`config.mk`:
```
export PLATFORM = sky130hd
export DESIGN_NAME = sfc_unit
export DESIGN_NICKNAME = d
export VERILOG_FILES = /design/src/hdl/sfc_pkg.sv /design/src/hdl/sfc_unit.sv
export VERILOG_INCLUDE_DIRS = /design/src /design/src/hdl
export SDC_FILE = /design/constraint.sdc
export NUM_CORES = 1
export LEC_CHECK = 0
export BUFFER_PORTS_ARGS = -buffer_cell sky130_fd_sc_hd__buf_4
export CORE_AREA = 2 2 124 126
export DETAILED_ROUTE_END_ITERATION = 12
export DIE_AREA = 0 0 126 128
export PLACE_DENSITY_LB_ADDON = 0.15
export SETUP_SLACK_MARGIN = 0.5
export SLEW_MARGIN = 0
export SYNTH_ARGS = -nofsm -noshare
export SYNTH_HDL_FRONTEND = slang
export SYNTH_SLANG_ARGS = --single-unit
```
`constraint.sdc`:
```
create_clock -name clk_sys -period 3.7 [get_ports clk_sys]
set_clock_uncertainty 0.05 [all_clocks]
set_input_delay 0.37 -clock clk_sys [delete_from_list [all_inputs] [get_ports clk_sys]]
set_output_delay 0.37 -clock clk_sys [all_outputs]
set_load 0.02 [all_outputs]
```
`src/hdl/sfc_defs.svh`:
```
// constants for the skip and flow control unit
`ifndef SFC_DEFS_SVH
`define SFC_DEFS_SVH

// ***************************************************
// widths
// ***************************************************
`define SFC_PC_W 12
`define SFC_DW 8

// ***************************************************
// reset values
// ***************************************************
`define SFC_PC_RST 12'h000
`define SFC_SP_RST 8'h00
`define SFC_ACC_RST 8'h00
`define SFC_GIE_RST 1'b0

// ***************************************************
// stack and arithmetic steps
// ***************************************************
`define SFC_SP_STEP 8'h02
`define SFC_ONE 8'h01
`define SFC_PC_STEP 12'h001

// ***************************************************
// instruction cycle counts (instruction slots)
// ***************************************************
`define SFC_CYC_LONG 2
`define SFC_CYC_SHORT 1

// ***************************************************
// flag vector bit positions
// ***************************************************
`define SFC_FLAG_Z 0
`define SFC_FLAG_C 1
`define SFC_FLAG_AC 2
`define SFC_FLAG_OV 3

`endif

```
`src/hdl/sfc_pkg.sv`:
```
// types shared by the skip and flow control unit
`default_nettype none
`include "sfc_defs.svh"

package sfc_pkg;

  // ***************************************************
  // operations handed over by the decoder
  // ***************************************************
  typedef enum logic [4:0] {
    OP_NOP,
    OP_NEQ_SKIP_I,
    OP_NEQ_SKIP_M,
    OP_TCLR_SKIP_IO,
    OP_TSET_SKIP_IO,
    OP_TCLR_SKIP_M,
    OP_TSET_SKIP_M,
    OP_INC_SKIP_A,
    OP_DEC_SKIP_A,
    OP_INC_SKIP_M,
    OP_DEC_SKIP_M,
    OP_CALL,
    OP_JUMP,
    OP_RET_VAL,
    OP_RET,
    OP_RETI,
    OP_WDT_CLEAR,
    OP_PC_ADD,
    OP_IDX_MEM,
    OP_OTHER
  } sfc_op_t;

  // ***************************************************
  // execution phase
  // ***************************************************
  typedef enum logic [1:0] {
    PH_RUN,
    PH_WAIT2,
    PH_RET2
  } sfc_phase_t;

  // one instruction as presented by the decoder
  typedef struct packed {
    sfc_op_t op;
    logic [`SFC_DW-1:0] imm;
    logic [2:0] bit_sel;
    logic [`SFC_PC_W-1:0] target;
  } sfc_instr_t;

  // arithmetic result with its flags (ov, ac, c, z)
  typedef struct packed {
    logic [`SFC_DW-1:0] res;
    logic [3:0] flags;
  } sfc_alu_t;

  // whole state of the unit
  typedef struct packed {
    sfc_phase_t phase;
    logic is_reti;
    logic skip_pend;
    logic [`SFC_PC_W-1:0] pc;
    logic [`SFC_DW-1:0] sp;
    logic [`SFC_DW-1:0] acc;
    logic [3:0] flags;
    logic gie;
    logic mem_we;
    logic [`SFC_DW-1:0] mem_wdata;
    logic stk_we;
    logic [`SFC_DW-1:0] stk_addr;
    logic [`SFC_PC_W-1:0] stk_wdata;
    logic wdt_clr;
    logic retire;
    logic skipped;
  } sfc_state_t;

endpackage
`default_nettype wire

```
`src/hdl/sfc_unit.sv`:
```
// skip and flow control unit of the 8-bit core
`timescale 1ns/100ps
`default_nettype none
`include "sfc_defs.svh"

// ***************************************************
// overview
// ***************************************************
// one word is taken per accept; a skip is remembered in a
// pending bit and spent on the next word, which then leaves
// nothing behind but the pc step
// two-slot words hold instr_ready low for exactly one cycle
// the stack itself lives outside; this unit only drives the
// address, the write word and the write pulse
// limitation: a discarded word always costs one slot, even
// when it would have been a two-slot word

module sfc_unit (
  // clock and reset
  input wire logic clk_sys,
  input wire logic rst_n,
  // instruction handshake from the decoder
  input wire logic instr_valid,
  output logic instr_ready,
  input wire sfc_pkg::sfc_instr_t instr,
  // operands fetched by the core for the current instruction
  input wire logic [`SFC_DW-1:0] mem_rdata,
  input wire logic [`SFC_DW-1:0] io_rdata,
  input wire logic [`SFC_PC_W-1:0] stk_rdata,
  // global interrupt enable clear from the interrupt controller
  input wire logic gie_clr,
  // architectural state
  output logic [`SFC_PC_W-1:0] pc,
  output logic [`SFC_DW-1:0] sp,
  output logic [`SFC_DW-1:0] acc,
  output logic [3:0] flags,
  output logic gie,
  // memory write-back for the operand byte
  output logic mem_we,
  output logic [`SFC_DW-1:0] mem_wdata,
  // stack word access
  output logic stk_we,
  output logic [`SFC_DW-1:0] stk_addr,
  output logic [`SFC_PC_W-1:0] stk_wdata,
  // side effects and status
  output logic wdt_clr,
  output logic retire,
  output logic skipped
);

  // ***************************************************
  // state
  // ***************************************************
  sfc_pkg::sfc_state_t st_r; // registered state
  sfc_pkg::sfc_state_t st_nxt; // next state
  logic take; // instruction accepted this cycle
  logic sel_io_bit; // selected io bit
  logic sel_mem_bit; // selected memory bit
  sfc_pkg::sfc_alu_t alu_sub_i; // acc minus immediate
  sfc_pkg::sfc_alu_t alu_sub_m; // acc minus memory
  sfc_pkg::sfc_alu_t alu_inc_a; // acc plus one
  sfc_pkg::sfc_alu_t alu_dec_a; // acc minus one
  sfc_pkg::sfc_alu_t alu_inc_m; // memory plus one
  sfc_pkg::sfc_alu_t alu_dec_m; // memory minus one

  // ***************************************************
  // arithmetic helper
  // ***************************************************
  // add or subtract with the four flags; carry means borrow on subtract
  function automatic sfc_pkg::sfc_alu_t alu_op(
    input logic [`SFC_DW-1:0] a,
    input logic [`SFC_DW-1:0] b,
    input logic sub
  );
    sfc_pkg::sfc_alu_t o;
    logic [`SFC_DW:0] full;
    logic [4:0] low;
    // the extra top bit of full is the carry or borrow out;
    // low repeats the sum on the low nibble for the half carry
    o = '0;
    if (sub) begin
      full = {1'b0, a} - {1'b0, b};
      low = {1'b0, a[3:0]} - {1'b0, b[3:0]};
      // overflow: operands of unlike sign and result sign flipped
      o.flags[`SFC_FLAG_OV] = (a[7] != b[7]) && (full[7] != a[7]);
    end else begin
      full = {1'b0, a} + {1'b0, b};
      low = {1'b0, a[3:0]} + {1'b0, b[3:0]};
      // overflow: operands of like sign and result sign flipped
      o.flags[`SFC_FLAG_OV] = (a[7] == b[7]) && (full[7] != a[7]);
    end
    o.res = full[`SFC_DW-1:0];
    o.flags[`SFC_FLAG_C] = full[`SFC_DW];
    o.flags[`SFC_FLAG_AC] = low[4];
    o.flags[`SFC_FLAG_Z] = (full[`SFC_DW-1:0] == 8'h00);
    return o;
  endfunction

  // ***************************************************
  // datapath
  // ***************************************************
  // all candidate results are built in parallel; the case below picks one
  always_comb begin
    alu_sub_i = alu_op(st_r.acc, instr.imm, 1'b1);
    alu_sub_m = alu_op(st_r.acc, mem_rdata, 1'b1);
    alu_inc_a = alu_op(st_r.acc, `SFC_ONE, 1'b0);
    alu_dec_a = alu_op(st_r.acc, `SFC_ONE, 1'b1);
    alu_inc_m = alu_op(mem_rdata, `SFC_ONE, 1'b0);
    alu_dec_m = alu_op(mem_rdata, `SFC_ONE, 1'b1);
    // bit tests index the operand byte with the decoded bit number
    sel_io_bit = io_rdata[instr.bit_sel];
    sel_mem_bit = mem_rdata[instr.bit_sel];
  end

  // ready only between instructions; second slots hold the decoder off
  // a pending skip does not stall; the next word is taken and dropped
  assign instr_ready = (st_r.phase == sfc_pkg::PH_RUN);
  assign take = instr_valid && instr_ready;

  // ***************************************************
  // next-state logic
  // ***************************************************
  always_comb begin
    st_nxt = st_r;
    // pulses last one cycle only
    st_nxt.mem_we = 1'b0;
    st_nxt.stk_we = 1'b0;
    st_nxt.wdt_clr = 1'b0;
    st_nxt.retire = 1'b0;
    st_nxt.skipped = 1'b0;
    // interrupt controller may drop the enable at any time
    // the return-from-interrupt set further down overrides it
    if (gie_clr) begin
      st_nxt.gie = 1'b0;
    end
    // a word only counts when it is taken; in the run phase without take
    // the state simply holds apart from the pulses and the gie clear above
    case (st_r.phase)
      sfc_pkg::PH_RUN: begin
        if (take && st_r.skip_pend) begin
          // discarded word: no side effects, pc steps over it
          st_nxt.skip_pend = 1'b0;
          st_nxt.pc = st_r.pc + `SFC_PC_STEP;
          st_nxt.skipped = 1'b1;
        end else if (take) begin
          // default for short instructions: step pc, retire now
          st_nxt.pc = st_r.pc + `SFC_PC_STEP;
          st_nxt.retire = 1'b1;
          case (instr.op)
            sfc_pkg::OP_NOP: begin
              // only the pc moves
              st_nxt.pc = st_r.pc + `SFC_PC_STEP;
            end
            sfc_pkg::OP_NEQ_SKIP_I: begin
              // flags as for a minus imm, acc left alone
              st_nxt.flags = alu_sub_i.flags;
              st_nxt.skip_pend = (st_r.acc != instr.imm);
            end
            sfc_pkg::OP_NEQ_SKIP_M: begin
              // memory operand form of the same compare
              st_nxt.flags = alu_sub_m.flags;
              st_nxt.skip_pend = (st_r.acc != mem_rdata);
            end
            sfc_pkg::OP_TCLR_SKIP_IO: begin
              // flags untouched by bit tests
              st_nxt.skip_pend = !sel_io_bit;
            end
            sfc_pkg::OP_TSET_SKIP_IO: begin
              st_nxt.skip_pend = sel_io_bit;
            end
            sfc_pkg::OP_TCLR_SKIP_M: begin
              st_nxt.skip_pend = !sel_mem_bit;
            end
            sfc_pkg::OP_TSET_SKIP_M: begin
              st_nxt.skip_pend = sel_mem_bit;
            end
            sfc_pkg::OP_INC_SKIP_A: begin
              // acc written, skip on wrap to zero
              st_nxt.acc = alu_inc_a.res;
              st_nxt.flags = alu_inc_a.flags;
              st_nxt.skip_pend = alu_inc_a.flags[`SFC_FLAG_Z];
            end
            sfc_pkg::OP_DEC_SKIP_A: begin
              st_nxt.acc = alu_dec_a.res;
              st_nxt.flags = alu_dec_a.flags;
              st_nxt.skip_pend = alu_dec_a.flags[`SFC_FLAG_Z];
            end
            sfc_pkg::OP_INC_SKIP_M: begin
              // result goes back to the operand byte
              st_nxt.mem_we = 1'b1;
              st_nxt.mem_wdata = alu_inc_m.res;
              st_nxt.flags = alu_inc_m.flags;
              st_nxt.skip_pend = alu_inc_m.flags[`SFC_FLAG_Z];
            end
            sfc_pkg::OP_DEC_SKIP_M: begin
              st_nxt.mem_we = 1'b1;
              st_nxt.mem_wdata = alu_dec_m.res;
              st_nxt.flags = alu_dec_m.flags;
              st_nxt.skip_pend = alu_dec_m.flags[`SFC_FLAG_Z];
            end
            sfc_pkg::OP_CALL: begin
              // push return address at sp, then move sp up
              // stk_addr is the old sp; the word lands there on the next edge
              st_nxt.stk_we = 1'b1;
              st_nxt.stk_addr = st_r.sp;
              st_nxt.stk_wdata = st_r.pc + `SFC_PC_STEP;
              st_nxt.sp = st_r.sp + `SFC_SP_STEP;
              st_nxt.pc = instr.target;
              st_nxt.retire = 1'b0;
              st_nxt.phase = sfc_pkg::PH_WAIT2;
            end
            sfc_pkg::OP_JUMP: begin
              // full-width target, no flags touched
              // target replaces pc outright; no relative form here
              st_nxt.pc = instr.target;
              st_nxt.retire = 1'b0;
              st_nxt.phase = sfc_pkg::PH_WAIT2;
            end
            sfc_pkg::OP_RET_VAL, sfc_pkg::OP_RET, sfc_pkg::OP_RETI: begin
              // value load happens first, then the ordinary return
              // sp drops now so the read address is ready for the second slot
              if (instr.op == sfc_pkg::OP_RET_VAL) begin
                st_nxt.acc = instr.imm;
              end
              st_nxt.sp = st_r.sp - `SFC_SP_STEP;
              st_nxt.is_reti = (instr.op == sfc_pkg::OP_RETI);
              st_nxt.pc = st_r.pc;
              st_nxt.retire = 1'b0;
              st_nxt.phase = sfc_pkg::PH_RET2;
            end
            sfc_pkg::OP_WDT_CLEAR: begin
              // one pulse to the watchdog counter, nothing else
              st_nxt.wdt_clr = 1'b1;
            end
            sfc_pkg::OP_PC_ADD: begin
              // acc taken unsigned, wraps within program space
              // the base is the pc of this word, as a jump table expects
              st_nxt.pc = st_r.pc + {{(`SFC_PC_W-`SFC_DW){1'b0}}, st_r.acc};
              st_nxt.retire = 1'b0;
              st_nxt.phase = sfc_pkg::PH_WAIT2;
            end
            sfc_pkg::OP_IDX_MEM: begin
              // executed elsewhere; this unit only spends the second slot
              st_nxt.retire = 1'b0;
              st_nxt.phase = sfc_pkg::PH_WAIT2;
            end
            default: begin
              // other instructions: one slot, pc steps
              st_nxt.pc = st_r.pc + `SFC_PC_STEP;
            end
          endcase
        end
      end
      sfc_pkg::PH_WAIT2: begin
        // second slot of a two-cycle instruction
        // pc already holds its final value (the target, or the next word for OP_IDX_MEM); only the retire pulse is left
        st_nxt.retire = 1'b1;
        st_nxt.phase = sfc_pkg::PH_RUN;
      end
      sfc_pkg::PH_RET2: begin
        // sp already points at the saved word; stk_addr shows it
        // the saved word comes back combinationally from the stack
        // limitation: stk_rdata must be valid in this slot, no wait state
        st_nxt.pc = stk_rdata;
        st_nxt.retire = 1'b1;
        st_nxt.phase = sfc_pkg::PH_RUN;
        if (st_r.is_reti) begin
          // set beats a simultaneous clear from the controller
          st_nxt.gie = 1'b1;
        end
        st_nxt.is_reti = 1'b0;
      end
      default: begin
        // unreachable phase code: fall back to run
        st_nxt.phase = sfc_pkg::PH_RUN;
      end
    endcase
    // read address follows sp during the return slot
    if (st_nxt.phase == sfc_pkg::PH_RET2) begin
      st_nxt.stk_addr = st_nxt.sp;
    end
  end

  // ***************************************************
  // state register
  // ***************************************************
  // asynchronous reset to constants only; pulses come up low
  // so nothing downstream sees a stray write after reset
  always_ff @(posedge clk_sys or negedge rst_n) begin
    if (!rst_n) begin
      st_r <= '0;
      st_r.phase <= sfc_pkg::PH_RUN;
      st_r.pc <= `SFC_PC_RST;
      st_r.sp <= `SFC_SP_RST;
      st_r.acc <= `SFC_ACC_RST;
      st_r.gie <= `SFC_GIE_RST;
    end else begin
      st_r <= st_nxt;
    end
  end

  // ***************************************************
  // outputs, all straight from the state register
  // ***************************************************
  // every output below is a flop, so no path from instr reaches them
  assign pc = st_r.pc;
  assign sp = st_r.sp;
  assign acc = st_r.acc;
  assign flags = st_r.flags;
  assign gie = st_r.gie;
  assign mem_we = st_r.mem_we;
  assign mem_wdata = st_r.mem_wdata;
  assign stk_we = st_r.stk_we;
  assign stk_addr = st_r.stk_addr;
  assign stk_wdata = st_r.stk_wdata;
  assign wdt_clr = st_r.wdt_clr;
  assign retire = st_r.retire;
  assign skipped = st_r.skipped;

endmodule
`default_nettype wire

```
==> run summary <==
Netlist cell types: 79
Vias post-DR: 6378
Clock share of power: 15.7%
Reg2reg path depth: 9
TNS Setup: 0 ps
Outcome: complete, no violations
Hold Slack: 119.1 ps
NetSw: 2623 uW
R2R Setup Slk: 800 ps
Final period util: 78.80%
Initial drt markers: 682
Power Total: 5594 uW
Crit path max-delay cell type: nor3b_1
Worst-path fanout max: 20
Max Root-Sink Buffers: 2
Row Count: 45
CP required: 3900 ps
Synth Instances: 829
Slew HR: 36.86%
Critical path class: in2reg
HPWL after detailed placement: 15760 um
GP Congestion: 0.9335
DRT Pass-1 Iters: 5
Worst path arrival time: 3120 ps
Commonest cells after routing, fill and taps aside: buf_4 (140), nand2_1 (79), nor2_1 (68), dfrtp_1 (68), o21ai_0 (60)
Unrepaired setup endpoints after global routing: no
Internal power: 2971 uW
First-pass GRT wire length: 32910 um
Mean Syn Cell Area: 8.058 um2
CTS H-tree lvls: 3
Fin crit period: 2915 ps
Reg-to-Reg End: flags[0]$_DFFE_PN0P_
Ys flop type: dfrtp_1
Area occupied by multi-input gates: 4207 um2
VDD IR max: 0.0002538 V
DIE AREA: 16130 um2
WL/cell: 19.45 um
Number of synthesized flops with an enable pin: 0
Initial antenna violation count: 0
Post-synthesis sequential area ratio: 25.47%
Latest clock arrival within the worst-skew pair: 340 ps
Maximum capacitance violations: 0
Slew @ Worst Pin: 947.0 ps
N_diodes: 0
Antenna viol nets, final: 0
Sw Share: 46.89%
Drt via density: 5.944
Sink Count: 68
Final Util: 51.51%
Final WL: 20870 um
Initial cell density of the core: 44.94%
Die Height: 128 um
Top delay family on crit path: simple AND/OR/NAND/NOR gates
Leak pwr: 0.003514 uW
Pins over their slew limit: 0
Combinational share of power: 58.4%
Input/output buffers: 124
Flop pwr share: 25.9%
Residual DRC: 0
GRT Util Overall: 25.70%
Reg2reg start: acc[1]$_DFFE_PN0P_
# setup viols final: 0
Commonest non-fill, non-tap cell in the layout: buf_4
Post-synth ARST share: 100.0%
Number of CTS-inserted buffers: 9
FF+latch count, synth: 68
Max Freq: 343.0 MHz
YS warnings: 0
# IOs: 127
CP Launch Type: input pin
Gr ovfl total: 0
Crit end category: register
Vias in the first global route: 5972
Worst path max stage delay: 490 ps
Pin count of the biggest net entering global routing: 69
Crit-path cells: buf_4, nor3b_1, nand2b_1, clkinv_1, ha_1, a21o_1, a21o_1, a21oi_1, ha_1, nor2_1, o21ai_0, a32oi_1
Worst Path Buf+Inv: 2
PwrDens: 730.7 nW/um2
Final Hold Violating Endpoints: 0
Clock Pin Slew Worst Setup and Hold Paths: 60 ps
Layout cells sized above 1: 20.11%
Synthesized area: 6680 um2
Storage cell area: 1702 um2
HP Class: in2async
CTS root buf: clkbuf_16
Die Wd: 126 um
Core area: 14860 um2
CTS tree: yes
Fillers: 1447
Nets: 995
Synthesis-to-layout area growth: 14.61%
registers in the layout, summed over array words and instances, names as in the netlist:
| register | flops |
|---|---|
| pc | 12 |
| stk_wdata | 12 |
| acc | 8 |
| mem_wdata | 8 |
| sp | 7 |
| stk_addr | 7 |
| flags | 4 |
| st_r | 4 |
| gie | 1 |
| mem_we | 1 |
| retire | 1 |
| skipped | 1 |
| stk_we | 1 |
| wdt_clr | 1 |
synth_stat cells, types with 5 or more instances:
library cell / number / area share, %
nand2_1: 80 / 4.5
dfrtp_1: 68 / 25
nor2_1: 68 / 3.8
buf_4: 61 / 6.9
o21ai_0: 60 / 4.5
ha_1: 52 / 9.7
inv_1: 43 / 2.4
a21oi_1: 37 / 2.8
clkbuf_1: 33 / 1.9
xnor2_1: 29 / 3.8
nand3_1: 24 / 1.8
nor3_1: 16 / 1.2
a221oi_1: 14 / 1.8
xor2_1: 14 / 1.8
nand2b_1: 13 / 1.2
a21o_1: 12 / 1.3
o22ai_1: 12 / 1.1
nor2b_1: 11 / 1.0
a22oi_1: 10 / 1.1
nand4_1: 10 / 0.94
mux2i_1: 8 / 1.2
and2_1: 7 / 0.66
o21a_1: 7 / 0.79
o31ai_1: 7 / 0.79
a31oi_1: 6 / 0.56
mux2_2: 6 / 1.0
nor4_1: 6 / 0.56
o211ai_1: 6 / 0.67
o311ai_0: 5 / 0.66
power groups by stage:
| stage | Sequential [uW] | Clock (uW) | Combinational [uW] |
|---|---|---|---|
| floorplan | 1310 | 0 | 2590 |
| global placement | 1450 | 0 | 3190 |
| detailed placement | 1460 | 0 | 3240 |
| CTS | 1450 | 894 | 3260 |
| global route | 1500 | 923 | 3600 |
| finish | 1450 | 877 | 3270 |
per-stage QoR:
stage | std cells | cell area [um2] | worst slack [ps]
3_5_place_dp | 1058 | 7361 | 440.5
2_1_floorplan | 830 | 6684 | 678.6
3_3_place_gp | 1058 | 7361 | 669.7
6_report | 1073 | 7656 | 784.5
5_1_grt | 1073 | 7656 | 614.3
4_1_cts | 1073 | 7654 | 613.8
repair_timing:
item                                   in CTS  in global routing
gates resized for setup                     0                  3
buffers inserted                            0                  0
hold buffers                                0                  0
endpoints found under the hold margin       0                  0
setup endpoints to repair                   0                  5
layer usage:
| layer | part of all wire [%] | global-route usage, % | vias to the layer above | routed length, um |
|---|---|---|---|---|
| met4 | 2.3 | 8.274 | 0 | 490 |
| met2 | 46 | 41.27 | 237 | 9705 |
| li1 | - | - | 3055 | - |
| met5 | 0 | 0 | - | 0 |
| met1 | 45 | 35.18 | 3055 | 9336 |
| met3 | 6.4 | 4.800 | 31 | 1342 |
how the worst max path moves through the flow:
stage,startpoint,end,cells past startpoint
after global placement,instr[23],flags[2]$_DFFE_PN0P_,12
final,instr[26],flags[2]$_DFFE_PN0P_,12
after detailed placement,instr[26],flags[2]$_DFFE_PN0P_,12
after global routing,instr[26],flags[2]$_DFFE_PN0P_,12
after CTS,st_r[68]$_DFF_PN0_,stk_addr[7]$_DFFE_PN0P_,8
after floorplan,instr[26],stk_addr[7]$_DFFE_PN0P_,13
logic make-up (layout without fill, tap and decap cells):
group           Yosys count  count (layout)  share of synthesized area [%]
compound gates          230             230                          23.41
xor+xnor                 43              43                          5.638
fa+ha+maj                54              54                          10.34
buf+inv                 145             200                          11.65
flops                    68              68                          25.47
mux                      18              18                          3.559
other cells               1               2                        0.05614
simple gates            270             270                          19.87
cell type report:
class | instances | share of cell area [%]
Multi-Input combinational cell | 617 | 54.94
Sequential cell | 68 | 22.23
Timing Repair Buffer | 140 | 13.73
Clock buffer | 11 | 3.170
Tap cell | 188 | 3.072
Inverter | 45 | 2.206
Clock inverter | 4 | 0.6537
Note: power is estimated with default switching activity, not from simulation.
